===== src/core/asq_pkg.sv =====
// Constants, register map and state type for the sampling sequencer
package asq_pkg;
	// Register byte offsets
	localparam logic [7:0] OFF_CTRL1 = 8'h00;
	localparam logic [7:0] OFF_CTRL3 = 8'h04;
	localparam logic [7:0] OFF_CHSEL = 8'h08;
	localparam logic [7:0] OFF_START = 8'h0c;
	localparam logic [7:0] OFF_RES_A = 8'h10;
	localparam logic [7:0] OFF_RES_B = 8'h14;
	localparam logic [7:0] OFF_STAT  = 8'h18;
	localparam logic [7:0] OFF_ICLR  = 8'h1c;
	localparam logic [7:0] OFF_IEN   = 8'h20;
	// Field positions
	localparam int ACQ_LSB   = 8;
	localparam int ACQ_W     = 4;
	localparam int MODE_BIT  = 4;
	localparam int CONT_BIT  = 5;
	localparam int BGR_LSB   = 6;
	localparam int PWR_BIT   = 5;
	localparam int CLKEN_BIT = 0;
	localparam int START_BIT = 0;
	localparam int CHSEL_W   = 4;
	localparam int STS_W     = 3;
	localparam int BUSY_BIT  = 8;
	localparam int OPER_BIT  = 9;
	localparam int RES_W     = 12;
	// Writable bits and reset values
	localparam logic [31:0] CTRL1_MASK = 32'h0000_0f30;
	localparam logic [31:0] CTRL3_MASK = 32'h0000_00e1;
	localparam logic [31:0] CHSEL_MASK = 32'h0000_000f;
	localparam logic [31:0] IEN_MASK   = 32'h0000_0007;
	localparam logic [31:0] CTRL1_RST  = 32'h0000_0000;
	localparam logic [31:0] CTRL3_RST  = 32'h0000_0000;
	localparam logic [31:0] CHSEL_RST  = 32'h0000_0000;
	localparam logic [31:0] IEN_RST    = 32'h0000_0000;
	// Timing: system clock rate and converter clock period
	localparam int CLK_MHZ      = 250;
	localparam int CONV_NS      = 40;
	localparam int HALF_DIV_DEF = CONV_NS * CLK_MHZ / 1000 / 2;
	// Timing in converter half periods; flag delay in system clocks
	localparam int TRIG_HALVES  = 5;
	localparam int LAT_A_HALVES = 8;
	localparam int LAT_B_HALVES = 10;
	localparam int GAP_SEQ_HALVES = 2;
	localparam int GAP_SIM_HALVES = 4;
	localparam int FLAG_DLY     = 2;
	typedef enum logic [3:0] {
		ST_IDLE  = 4'b0001,
		ST_DELAY = 4'b0010,
		ST_HOLD  = 4'b0100,
		ST_GAP   = 4'b1000
	} asq_state_t;
endpackage : asq_pkg


===== src/core/asq_sequencer.sv =====
// Sampling and conversion sequencer for a 16-input pipelined converter
// Notes on behaviour
// - Mode bit 0 converts one selected channel per sample/hold pulse.
// - A pwm_module event, software write or external start pin starts it.
// - Interrupt flags rise a few system clocks after the result write.
// - Sequential mode captures the channel at the sample/hold falling edge.
// - Sample/hold pulse spans 1 to 16 converter clocks.
// - Sampling starts 2.5 converter clocks after the trigger.
// - Acquisition lasts 1 plus the 4-bit count in control bits 8 to 11.
// - Sequential result after 4 clocks, then every 2 plus count clocks.
// - Simultaneous: A after 4, B after 5, pairs every 3 plus count.
// - Mode bit 1 converts one channel pair per sample/hold pulse.
// - Both pair channels are sampled on the same falling edge.
// - Sixteen inputs, software chooses one channel or a pair.
// - Twelve-bit results through an overlapping ten-stage pipeline.
// - Operational only with bandgap, reference, power and converter clock enabled.
module asq_sequencer
	import asq_pkg::*;
#(
	parameter int HALF_DIV = HALF_DIV_DEF,
	parameter int LAT_A    = LAT_A_HALVES,
	parameter int LAT_B    = LAT_B_HALVES
) (
	// Clock and reset
	input  wire logic              mclk,
	input  wire logic              rst,
	// Register port
	input  wire logic [7:0]        reg_addr,
	input  wire logic [31:0]       reg_wdata,
	input  wire logic              reg_wr,
	input  wire logic              reg_rd,
	output logic      [31:0]       reg_rdata,
	// Start triggers
	input  wire logic              pwm_trig,
	input  wire logic              external_start_pin,
	// Held values from the analog front end
	input  wire logic [RES_W-1:0]  conv_a_data,
	input  wire logic [RES_W-1:0]  conv_b_data,
	// Front end control
	output logic                   sh_pulse,
	output logic [2:0]             mux_sel,
	output logic                   grp_b_sel,
	// Interrupt
	output logic                   irq
);
	localparam int TRIG_CYC = TRIG_HALVES * HALF_DIV + 1;
	localparam int LATA_LO  = LAT_A * HALF_DIV - 1;
	localparam int LATA_HI  = LATA_LO + HALF_DIV;
	localparam int PAIR_LO  = (LAT_B - LAT_A) * HALF_DIV;
	localparam int PAIR_HI  = PAIR_LO + HALF_DIV - 1;
	localparam int GAPS_CYC = GAP_SEQ_HALVES * HALF_DIV;
	localparam int FLAG_CYC = FLAG_DLY + 1;

	asq_state_t           st_q, st_d;
	logic [5:0]           cnt_q, cnt_d;
	logic                 sh_q, sh_d, samp;
	logic [7:0]           div_q;
	logic [31:0]          ctrl1_q, ctrl3_q, chsel_q, ien_q, rdata_q;
	logic [STS_W-1:0]     sts_q;
	logic [RES_W-1:0]     res_a_q, res_b_q;
	logic [LAT_B-1:0]     pv_q, pm_q;
	logic [RES_W-1:0]     pa_q [LAT_B];
	logic [RES_W-1:0]     pb_q [LAT_B];
	logic [FLAG_DLY-1:0]  fa_q, fb_q;
	logic                 irq_q;
	logic                 grp_q;
	logic [15:0]          sh_len_q;

	// Register decode
	wire wr_ctrl1 = reg_wr && (reg_addr == OFF_CTRL1);
	wire wr_ctrl3 = reg_wr && (reg_addr == OFF_CTRL3);
	wire wr_chsel = reg_wr && (reg_addr == OFF_CHSEL);
	wire wr_start = reg_wr && (reg_addr == OFF_START);
	wire wr_iclr  = reg_wr && (reg_addr == OFF_ICLR);
	wire wr_ien   = reg_wr && (reg_addr == OFF_IEN);

	// Control fields
	wire [ACQ_W-1:0] acq  = ctrl1_q[ACQ_LSB +: ACQ_W];
	wire             mode = ctrl1_q[MODE_BIT];
	wire             cont = ctrl1_q[CONT_BIT];
	wire             bgr_on = &ctrl3_q[BGR_LSB +: 2];
	wire             op = bgr_on && ctrl3_q[PWR_BIT]
		&& ctrl3_q[CLKEN_BIT];

	// Triggers: any source starts an idle, powered converter
	wire sw_trig  = wr_start && reg_wdata[START_BIT];
	wire trig_any = pwm_trig || external_start_pin || sw_trig;
	wire acc      = trig_any && op && (st_q == ST_IDLE);
	wire ign      = trig_any && !op;

	// Half-period tick; restarted at a trigger so the delay is exact
	wire ht = (div_q == 8'(HALF_DIV - 1));
	wire [5:0] hold_ld = {1'b0, acq, 1'b1};
	wire [5:0] gap_ld  = mode ? 6'(GAP_SIM_HALVES - 1)
		: 6'(GAP_SEQ_HALVES - 1);

	// Pipeline taps; a result in flight is dropped once power is lost
	wire wr_a = ht && pv_q[LAT_A-1] && op;
	wire wr_b = ht && pv_q[LAT_B-1] && pm_q[LAT_B-1] && op;

	// Status and read data
	wire [STS_W-1:0] sts_set = {ign, fb_q[FLAG_DLY-1], fa_q[FLAG_DLY-1]};
	wire [STS_W-1:0] sts_clr = wr_iclr ? reg_wdata[STS_W-1:0] : '0;
	wire [31:0] stat_val = {22'h0, op, st_q != ST_IDLE, 5'h0, sts_q};
	wire [31:0] rd_val =
		(reg_addr == OFF_CTRL1) ? ctrl1_q :
		(reg_addr == OFF_CTRL3) ? ctrl3_q :
		(reg_addr == OFF_CHSEL) ? chsel_q :
		(reg_addr == OFF_RES_A) ? {20'h0, res_a_q} :
		(reg_addr == OFF_RES_B) ? {20'h0, res_b_q} :
		(reg_addr == OFF_STAT)  ? stat_val :
		(reg_addr == OFF_IEN)   ? ien_q : 32'h0;

	// Sequencer: delay, hold window, gap between continuous samples
	always_comb begin
		st_d  = st_q;
		cnt_d = cnt_q;
		sh_d  = sh_q;
		samp  = 1'b0;
		case (st_q)
			ST_IDLE: begin
				if (acc) begin
					st_d  = ST_DELAY;
					cnt_d = 6'(TRIG_HALVES - 1);
				end
			end
			ST_DELAY: begin
				if (ht && cnt_q == 6'h0) begin
					st_d  = ST_HOLD;
					cnt_d = hold_ld;
					sh_d  = 1'b1;
				end else if (ht) begin
					cnt_d = cnt_q - 6'h1;
				end
			end
			ST_HOLD: begin
				if (ht && cnt_q == 6'h0) begin
					samp  = 1'b1;
					sh_d  = 1'b0;
					st_d  = cont ? ST_GAP : ST_IDLE;
					cnt_d = gap_ld;
				end else if (ht) begin
					cnt_d = cnt_q - 6'h1;
				end
			end
			ST_GAP: begin
				if (ht && cnt_q == 6'h0) begin
					st_d  = ST_HOLD;
					cnt_d = hold_ld;
					sh_d  = 1'b1;
				end else if (ht) begin
					cnt_d = cnt_q - 6'h1;
				end
			end
			default: st_d = ST_IDLE;
		endcase
		// Losing power or clock aborts the sequence
		if (!op) begin
			st_d = ST_IDLE;
			sh_d = 1'b0;
			samp = 1'b0;
		end
	end

	// Sequencer state and divider
	always_ff @(posedge mclk) begin
		if (rst) begin
			st_q  <= ST_IDLE;
			cnt_q <= 6'h0;
			sh_q  <= 1'b0;
			div_q <= 8'h0;
		end else begin
			st_q  <= st_d;
			cnt_q <= cnt_d;
			sh_q  <= sh_d;
			div_q <= (acc || ht) ? 8'h0 : div_q + 8'h1;
		end
	end

	// Conversion pipeline; several samples overlap in flight
	always_ff @(posedge mclk) begin
		if (rst || !op) begin
			pv_q <= '0;
			pm_q <= '0;
		end else if (ht) begin
			pv_q <= {pv_q[LAT_B-2:0], samp};
			pm_q <= {pm_q[LAT_B-2:0], mode};
		end
	end

	// Pipeline data carries no reset, validity travels in pv_q
	always_ff @(posedge mclk) begin
		if (ht) begin
			pa_q[0] <= conv_a_data;
			pb_q[0] <= conv_b_data;
			for (int i = 1; i < LAT_B; i++) begin
				pa_q[i] <= pa_q[i-1];
				pb_q[i] <= pb_q[i-1];
			end
		end
	end

	// Result registers, then flags delayed behind them
	always_ff @(posedge mclk) begin
		if (rst) begin
			res_a_q <= '0;
			res_b_q <= '0;
			fa_q    <= '0;
			fb_q    <= '0;
		end else begin
			if (wr_a)
				res_a_q <= pa_q[LAT_A-1];
			if (wr_b)
				res_b_q <= pb_q[LAT_B-1];
			fa_q <= {fa_q[FLAG_DLY-2:0], wr_a};
			fb_q <= {fb_q[FLAG_DLY-2:0], wr_b};
		end
	end

	// Software registers; a set in the clear cycle wins
	always_ff @(posedge mclk) begin
		if (rst) begin
			ctrl1_q <= CTRL1_RST;
			ctrl3_q <= CTRL3_RST;
			chsel_q <= CHSEL_RST;
			ien_q   <= IEN_RST;
			sts_q   <= '0;
			irq_q   <= 1'b0;
			rdata_q <= 32'h0;
		end else begin
			if (wr_ctrl1)
				ctrl1_q <= reg_wdata & CTRL1_MASK;
			if (wr_ctrl3)
				ctrl3_q <= reg_wdata & CTRL3_MASK;
			if (wr_chsel)
				chsel_q <= reg_wdata & CHSEL_MASK;
			if (wr_ien)
				ien_q <= reg_wdata & IEN_MASK;
			sts_q   <= (sts_q & ~sts_clr) | sts_set;
			irq_q   <= |(sts_q & ien_q[STS_W-1:0]);
			rdata_q <= reg_rd ? rd_val : 32'h0;
		end
	end

	// Channel select; a pair always shares its index in both groups
	assign mux_sel   = chsel_q[2:0];
	assign grp_b_sel = grp_q;
	assign sh_pulse  = sh_q;
	assign irq       = irq_q;
	assign reg_rdata = rdata_q;

	// Group B select is registered so the pin comes straight from a flop
	always_ff @(posedge mclk) begin
		if (rst)
			grp_q <= 1'b0;
		else
			grp_q <= chsel_q[3] && !mode;
	end

	// Helper: length of the current hold window in system clocks
	always_ff @(posedge mclk) begin
		if (rst || !sh_q)
			sh_len_q <= 16'h0;
		else
			sh_len_q <= sh_len_q + 16'h1;
	end

	trig_ignore_a: assert property (@(posedge mclk) disable iff (rst)
		ign |=> st_q == ST_IDLE && sts_q[2])
		else $error("trigger acted while unpowered");
	no_result_a: assert property (@(posedge mclk) disable iff (rst)
		!op |-> (!wr_a && !wr_b) ##1 (!sh_q && pv_q == '0))
		else $error("activity while not operational");
	trig_delay_a: assert property (@(posedge mclk) disable iff (rst)
		acc |-> ##TRIG_CYC ($rose(sh_q) || !op))
		else $error("trigger to sampling delay wrong");
	sh_width_a: assert property (@(posedge mclk) disable iff (rst)
		$fell(sh_q) && op |-> sh_len_q == 2 * (acq + 1) * HALF_DIV)
		else $error("hold window width wrong");
	lat_a_a: assert property (@(posedge mclk) disable iff (rst)
		$fell(sh_q) && op |-> ##[LATA_LO:LATA_HI] (wr_a || !op))
		else $error("first result latency wrong");
	pair_b_a: assert property (@(posedge mclk) disable iff (rst)
		wr_a && pm_q[LAT_A-1] |-> ##[PAIR_LO:PAIR_HI] (wr_b || !op))
		else $error("group B result late");
	flag_after_a: assert property (@(posedge mclk) disable iff (rst)
		wr_a && !wr_iclr |-> !sts_set[0] ##FLAG_CYC sts_q[0])
		else $error("flag not set after result");
	cont_gap_a: assert property (@(posedge mclk) disable iff (rst)
		$fell(sh_q) && cont && !mode && op
		|-> ##GAPS_CYC ($rose(sh_q) || !op))
		else $error("continuous sample spacing wrong");
	seq_run_c: cover property (@(posedge mclk) disable iff (rst)
		wr_a && !pm_q[LAT_A-1]);
	sim_run_c: cover property (@(posedge mclk) disable iff (rst) wr_b);
	cont_run_c: cover property (@(posedge mclk) disable iff (rst)
		$rose(sh_q) && st_q == ST_GAP);
	ignored_c: cover property (@(posedge mclk) disable iff (rst) ign);
	busy_trig_c: cover property (@(posedge mclk) disable iff (rst)
		trig_any && op && st_q != ST_IDLE);
endmodule : asq_sequencer


===== config.mk =====
export PLATFORM = sky130hd
export DESIGN_NAME = asq_sequencer
export DESIGN_NICKNAME = d
export VERILOG_FILES = /design/src/core/asq_pkg.sv /design/src/core/asq_sequencer.sv
export SDC_FILE = /design/constraint.sdc
export NUM_CORES = 1
export LEC_CHECK = 0
export BUFFER_PORTS_ARGS = -buffer_cell sky130_fd_sc_hd__buf_2
export CAP_MARGIN = 5
export CORE_UTILIZATION = 45
export CTS_BUF_LIST = sky130_fd_sc_hd__clkbuf_4
export DETAILED_ROUTE_END_ITERATION = 8
export HOLD_SLACK_MARGIN = 0.06
export PLACE_DENSITY = 0.69
export SYNTH_ARGS = -nofsm -noshare
export SYNTH_HDL_FRONTEND = slang
export SYNTH_SLANG_ARGS = --single-unit

===== constraint.sdc =====
create_clock -name mclk -period 5 [get_ports mclk]
set_input_delay 1 -clock mclk [delete_from_list [all_inputs] [get_ports mclk]]
set_output_delay 1 -clock mclk [all_outputs]
set_load 0.05 [all_outputs]

# Yosys cells after proc, flatten, opt, wreduce, memory -nomap -nowiden
# Memories as Yosys holds them, arrays and structs flattened. A register that Yosys moved wholly into a read port is not among the register bits.
# Index checks and enable logic that the tools add are counted.
# op_classes
addsub	2
n_eq_ne	17
muxes	27
n_bitwise	6
n_reduce_logical	41
# ops
op	n
$mux 12	5
$eq 8x5->1 const B	4
$mux 6	4
$logic_and 1x1->1	19
$pmux 6 s3	1
$eq 8x3->1 const B	2
$eq 8x4->1 const B	2
$mux 4	4
$pmux 4 s3	1
$mux 10	1
$add 8x1->8 const B	1
$eq 8x6->1 const B	1
$logic_not 8->1	1
$reduce_or 2->1	4
$reduce_or 8->1	1
$mux 1	7
$and 3x3->3	2
$logic_not 6->1	1
$mux 3	2
$reduce_and 3->1	2
$reduce_or 3->1	2
$sub 6x1->6 const B	1
$eq 4x1->1 const B	1
$eq 4x2->1 const B	1
16 further kinds	23
# totals
reg_bits	109
ram_bits	240
in_bits	70
out_inout_bits	38
memories	2
# mem_list
name	words	word_bits	read_ports	rd_clocked_by_memory_dff	write_ports	line	text
pa_q	10	12	9	0	10	asq_sequencer.sv:62	logic [RES_W-1:0] pa_q [LAT_B];
pb_q	10	12	10	1	10	asq_sequencer.sv:63	logic [RES_W-1:0] pb_q [LAT_B];

# Longest topological paths before layout
# Gate-level depths: netlist of run 1.
# depth
ltp_word	9
depth_mapped	8
ltp_nobuf	7

# Worst setup path after synthesis of run 1
# OpenSTA, ideal clock, no wires.
# synth_path
path_kind	flip-flop to flip-flop
from	register div_q[4]
to	memory pa_q[0][0] (enable)
arrival_time_ns	3.684
setup_slack_ns	0.832
path_stages_with_launch	6
period_less_slack_ns	4.168
path_cell_list	dfxtp_1 > nor4_4 > nand4b_4 > clkinv_2 > buf_6 > buf_2
# synth_lines
element	line	text
from (decl)	asq_sequencer.sv:57	logic [7:0] div_q;
from (signal assigned)	asq_sequencer.sv:176	div_q <= (acc || ht) ? 8'h0 : div_q + 8'h1;
to (decl)	asq_sequencer.sv:62	

==> impl_metrics.ini, run 1 <==
[min_path]
holdCritStartpoint = pa_q[6][5]$_DFFE_PN_
worst_hold_path_type = reg -> reg
endpoint_with_the_worst_hold_slack = pa_q[7][5]$_DFFE_PN_
min_delay_path_depth = 0

[logic_synthesis]
ys_dominant_reg_cell = sky130_fd_sc_hd__edfxtp_1
ys.warnings.count = 0
synth_sequential_area_ratio_pct = 77.2
synth_seq_cells = 317
synthDominantAreaCellType = sky130_fd_sc_hd__edfxtp_1
number_of_instances_in_the_synthesized_netlist = 731
synth.cell_area_mm2 = 0.0110
number_of_synthesized_flops_with_an_enable_pin = 216
post_synth_top_area_share_pct = 58.9
cell_variety_after_synth = 65
synth.avg_cell_area_um2 = 15.1
netlist_top_cells_area = sky130_fd_sc_hd__edfxtp_1 59%, sky130_fd_sc_hd__dfxtp_1 18%, sky130_fd_sc_hd__mux2i_1 3.3%
synthArstFlopShare_pct = 0

[floorplanning]
dieHeight_um = 158
io_pins = 108
core_area_mm2 = 0.0238
die_area_mm2 = 0.0251
die_width_um = 158
fp-row-count = 56
start_util_pct = 46.4

[final_layout]
antennaDiodeCount = 0
syn2layout_area_growth_pct = 13.8
most-common-layout-cells = 216 x sky130_fd_sc_hd__edfxtp_1, 118 x sky130_fd_sc_hd__clkbuf_4, 101 x sky130_fd_sc_hd__dfxtp_1, 71 x sky130_fd_sc_hd__nor2_1
post_route_cells_drive_above_1_share_pct = 24.0
finalNetCount = 928
mostFrequentLayoutCell = sky130_fd_sc_hd__edfxtp_1

[sta]
final-setup-viol-count = 0
finalMaxSlewViolations = 0
timing_hold_violations_final = 0
worstMarginPinSlew_ps = 901
finalSetupTns_ps = 0
postLayoutSetupSlackWorst_ps = 2150
finalWorstPathRequiredPeriod_ps = 2850
min_period_over_period_pct = 57.0
hold_ws_ps = 402
timing.clock.skew_ps = 21.7
clock.fmax_ghz = 0.351
max-slew-margin-rel_pct = 40.0
rsz0062_at_grt = false

[worst_setup_path]
timing.rr.start = div_q[4]$_SDFF_PP0_
timing.critical_path.to_type = flop
register_to_register_setup_slack_ps = 2150
setup.worst_path.class = reg -> reg
cell_depth_of_the_worst_flop_to_flop_path = 4
worst-endpoint-arrival_ps = 3110
r2r-end = pa_q[3][8]$_DFFE_PN_
worst-path-max-fanout = 85
timing.critical_path.from_type = flop
cp_data_required_time_ps = 5250

[place]
place_congestion = 0.890
dp_worst_setup_slack_ps = 2120
numPortBuffers = 67
detailed_place_hpwl_um = 9710

[routing]
drt_iter0_drc = 350
routedWlPerCell_um = 12.9
dr.pass1.iters = 4
vias = 5846
ant_nets = 0
vias_per_cell = 4.78
finalWirelength_um = 15800
drcViolationCount = 0

[clocking]
htreeDepth = 3
maximum_clock_path_buffer_count = 3
postCtsHoldBufs = 0
clock-sinks = 317
worstSkewPairLatency_ps = 640
gates_resized_cts_repair = 0
postCtsSetupRepairBufs = 0
cts_root_buf = sky130_fd_sc_hd__clkbuf_4
cts_inserted_buffers = 79
tritoncts = yes
cts.reportedPaths.clkPinSlew_ps = 70

[global_routing]
antenna_found_initial = 0
global_route_wire_length_before_repair_um = 25400
largest_net_degree_at_the_start_of_global_routing = 86
number_of_global_route_vias_before_repair = 5440
residual_overflow_from_global_routing = 0
grt_usage_pct = 13.0

[pwr]
power_per_cell_area_mw_per_mm2 = 402
vdd.ir_drop.worst_uv = 206
static_leakage_nw = 4.49

[flow_run]
cap_viol_max_count = 0

[outcome]
run_status = finished, final reports clean
-- where the power goes --
| group | switching, mW | internal (mW) | total (mW) |
|---|---|---|---|
| sequential | 0.0151 | 2.86 | 2.87 |
| clock | 0.915 | 1.12 | 2.04 |
| combinational | 0.110 | 0.0284 | 0.139 |
| total | 1.04 | 4.01 | 5.05 |
-- worst max-delay path, stage by stage (launching register included) --
cell and delay (ps):
sky130_fd_sc_hd__dfxtp_1 360, sky130_fd_sc_hd__nor4_4 330, sky130_fd_sc_hd__nand4b_4 430, sky130_fd_sc_hd__inv_8 570, sky130_fd_sc_hd__buf_4 700
-- how the worst max path moves through the flow --
| stage | endpoint | slack, ps | start | depth (start not counted) |
|---|---|---|---|---|
| 2_1_floorplan | pa_q[0][0]$_DFFE_PN_ | 830 | div_q[4]$_SDFF_PP0_ | 5 |
| 3_3_place_gp | pa_q[6][10]$_DFFE_PN_ | 2160 | div_q[4]$_SDFF_PP0_ | 4 |
| 3_5_place_dp | pa_q[6][10]$_DFFE_PN_ | 2120 | div_q[4]$_SDFF_PP0_ | 4 |
| 4_1_cts | pa_q[6][10]$_DFFE_PN_ | 2110 | div_q[4]$_SDFF_PP0_ | 4 |
| 5_1_grt | pa_q[3][9]$_DFFE_PN_ | 1860 | div_q[4]$_SDFF_PP0_ | 4 |
| 6_report | pa_q[3][8]$_DFFE_PN_ | 2150 | div_q[4]$_SDFF_PP0_ | 4 |
-- synth_stat cells (all sizes together), types with 4 or more instances --
cell type,n
nor4,5
nand2,68
o21ai,6
nor3,10
ha,4
dfxtp,101
buf,34
edfxtp,216
nand2b,5
nor2,72
inv,11
a21oi,48
clkbuf,14
nor4b,5
and3,7
xor2,6
a22oi,6
mux2i,36
o211ai,5
nand3,14
nor2b,7
-- stage by stage --
stage	instance area, µm²	util, %	instances	power (mW)
after floorplan	11100	-	750	3.04
after detailed placement	11600	48.7	1092	3.07
after global placement	11600	48.7	1092	3.06
after global routing	12500	52.8	1223	5.29
final	12500	52.8	1223	5.05
after CTS	12500	52.8	1223	5.14
-- kinds of logic after synthesis --
logic type	share of synthesized area, %
other	0.0340
xor gates and xnor gates	0.636
buffers and inverters	3.04
and+or+nand+nor	9.62
AOI/OAI and AO/OA	5.44
DFF	77.2
adders and majority gates	0.454
muxes	3.58
-- layout make-up --
type                       instances  area, µm²
fill                            2021      11200
timing repair buffer              71        365
tap                              319        399
multi-input combinational        373       2250
inverter                          12       52.6
sequential                       317       8510
clock buffer                     118        886
clock inverter                    13       86.3
-- flip-flops by register name, summed over array words and instances, names as in the netlist, 3 cells and up --
register	count
pa_q	96
reg_rdata	12
ien_q	3
sts_q	3
pm_q	10
st_q	4
chsel_q	4
ctrl3_q	4
div_q	8
res_a_q	12
ctrl1_q	6
res_b_q	12
cnt_q	6
pv_q	10
pb_q	120
-- metal layers --
metal | global-route usage, % | share of wire [%] | vias up
li1 | - | - | 2927
met1 | 16.3 | 45 | 2712
met2 | 19.7 | 46 | 164
met3 | 3.97 | 5.6 | 43
met4 | 8.33 | 2.7 | 0
met5 | 0 | 0 | -
Power figures use the tool's default switching activity.
==> run 2, diff against run 1 <==
--- a/config.mk
+++ b/config.mk
@@ -11,7 +11,7 @@
 export CTS_BUF_LIST = sky130_fd_sc_hd__clkbuf_4
 export DETAILED_ROUTE_END_ITERATION = 8
 export HOLD_SLACK_MARGIN = 0.06
-export PLACE_DENSITY = 0.69
+export PLACE_DENSITY = 0.72
 export SYNTH_ARGS = -nofsm -noshare
 export SYNTH_HDL_FRONTEND = slang
 export SYNTH_SLANG_ARGS = --single-unit
==> constraint.sdc (replaced) <==
create_clock -name mclk -period 2.5 [get_ports mclk]
set_input_delay 0.5 -clock mclk [delete_from_list [all_inputs] [get_ports mclk]]
set_output_delay 0.5 -clock mclk [all_outputs]
set_load 0.05 [all_outputs]
==> run 2 against run 1 <==
Die area stayed put. Core utilization is 2.1 points higher. Critical path depth is 2 higher. Largest cell class unchanged. Combinational power is 140% higher. Non-clock buffer count is 41 higher. Register-to-register slack worse by 1700 ps.
==> impl_metrics.ini, run 2 (synthesis results as in run 1) <==
[sta]
max-slew-margin-rel_pct = 39.4
worstMarginPinSlew_ps = 909
clock.fmax_ghz = 0.486
finalMaxSlewViolations = 0
timing_hold_violations_final = 0
timing.clock.skew_ps = 54.6
final-setup-viol-count = 0
rsz0062_at_grt = false
min_period_over_period_pct = 82.3
finalWorstPathRequiredPeriod_ps = 2060
finalSetupTns_ps = 0

[final_layout]
post_route_cells_drive_above_1_share_pct = 24.1
max_flop_register = pb_q
syn2layout_area_growth_pct = 18.4
most-common-layout-cells = 216 x sky130_fd_sc_hd__edfxtp_1, 120 x sky130_fd_sc_hd__clkbuf_4, 101 x sky130_fd_sc_hd__dfxtp_1, 71 x sky130_fd_sc_hd__nor2_1
final-instance-count-excl-fill = 1274
largest_register_ff_count = 120
largest_registers = pb_q: 120 flops, pa_q: 96 flops
final_design_area_no_fill_mm2 = 0.0131
mostFrequentLayoutCell = sky130_fd_sc_hd__edfxtp_1
finish.utilization_pct = 55.0
finalNetCount = 969

[pwr]
static_leakage_nw = 4.72
vdd.ir_drop.worst_uv = 614
power_per_cell_area_mw_per_mm2 = 799

[worst_setup_path]
cp_cell_sequence = nor4_4 > nand4b_4 > inv_8 > nand3_2 > mux2i_1 > nor2_1
worst_path_max_delay_cell = sky130_fd_sc_hd__nand3_2
cp_data_required_time_ps = 3000
max_stage_delay_ps = 420
timing.critical_path.from_type = flop
timing.critical_path.to_type = flop
setup.worst_path.class = reg -> reg
worst-endpoint-arrival_ps = 2560
register_to_register_setup_slack_ps = 440
sum_of_buffers_and_inverters_on_the_critical_path = 1
cp_top_family = simple AND/OR/NAND/NOR gates
worst-path-max-fanout = 47

[global_routing]
grt_usage_pct = 13.8
largest_net_degree_at_the_start_of_global_routing = 73
number_of_global_route_vias_before_repair = 5786
global_route_wire_length_before_repair_um = 26800
residual_overflow_from_global_routing = 0
antenna_found_initial = 1

[clocking]
cts_root_buf = sky130_fd_sc_hd__clkbuf_4
maximum_clock_path_buffer_count = 3
postCtsSetupRepairBufs = 0
cts.reportedPaths.clkPinSlew_ps = 60
clock-sinks = 317
tritoncts = yes
cts_inserted_buffers = 79
worstSkewPairLatency_ps = 660
htreeDepth = 3

[routing]
dr.pass1.iters = 6
finalWirelength_um = 16400
drt_iter0_drc = 356
ant_nets = 0
routedWlPerCell_um = 12.9
vias_per_cell = 4.70
vias = 5993
drcViolationCount = 0

[floorplanning]
fp-row-count = 56
dieHeight_um = 158
io_pins = 108
core_area_mm2 = 0.0238
die_width_um = 158
start_util_pct = 46.4
die_area_mm2 = 0.0251

[min_path]
worst_hold_path_type = in -> reg

[flow_run]
cap_viol_max_count = 0

[place]
place_congestion = 0.874
post-place-cells = 1103
numPortBuffers = 67
detailed_place.area_mm2 = 0.0117
detailed_place_hpwl_um = 9710

[outcome]
run_status = finished, final reports clean
## run 2: final timing paths
kind | cells past startpoint | startpoint | end
min reg2reg | 0 | pa_q[5][5]$_DFFE_PN_ | pa_q[6][5]$_DFFE_PN_
min | 3 | reg_wdata[5] | ctrl1_q[5]$_SDFFE_PP0P_
max reg2reg | 6 | div_q[5]$_SDFF_PP0_ | res_a_q[7]$_SDFFE_PP0P_
max | 6 | div_q[5]$_SDFF_PP0_ | res_a_q[7]$_SDFFE_PP0P_
## run 2: report_power, final
| part | switching [mW] | total (mW) | leakage (nW) | internal (mW) |
|---|---|---|---|---|
| Combinational | 0.231 | 0.331 | 1.33 | 0.0996 |
| Clock | 1.86 | 4.36 | 0.626 | 2.50 |
| Sequential | 0.0312 | 5.74 | 2.76 | 5.71 |
## run 2: layout make-up
cell class	count	area (µm²)
Timing Repair Buffer	112	786
Clock inverter	20	156
Fill cell	1918	10700
Inverter	12	52.6
Multi-Input combinational cell	373	2250
Sequential cell	317	8510
Antenna cell	1	2.50
Clock buffer	120	901
Tap cell	319	399
## run 2: repair_timing
action                                  CTS  global route
endpoints found under the setup margin    0             0
hold buffers                             30             0
endpoints found under the hold margin    30             0
resized for setup                         0             0
## run 2: layer usage
layer,wire (µm),GRT usage [%],vias up
li1,-,-,3016
met1,7250,16.6,2740
met2,7670,21.7,191
met3,1030,4.49,46
met4,465,7.92,0
met5,0,0,-
## run 2: per-stage QoR
stage / worst slack [ps] / total power [mW] / hold slack [ps]
6_report: 442 / 10.4 / 129
5_1_grt: 216 / 10.9 / 74.3
4_1_cts: 401 / 10.6 / 64.6
3_3_place_gp: 326 / 6.14 / 401
3_5_place_dp: 309 / 6.15 / 405
2_1_floorplan: 101 / 6.07 / 400
## run 2: worst register-to-register path, cell delays in order (launching register included)
cell                       delay [ps]
sky130_fd_sc_hd__dfxtp_1          360
sky130_fd_sc_hd__nor4_4           310
sky130_fd_sc_hd__nand4b_4         170
sky130_fd_sc_hd__inv_8            290
sky130_fd_sc_hd__nand3_2          430
sky130_fd_sc_hd__mux2i_1          280
sky130_fd_sc_hd__nor2_1            60
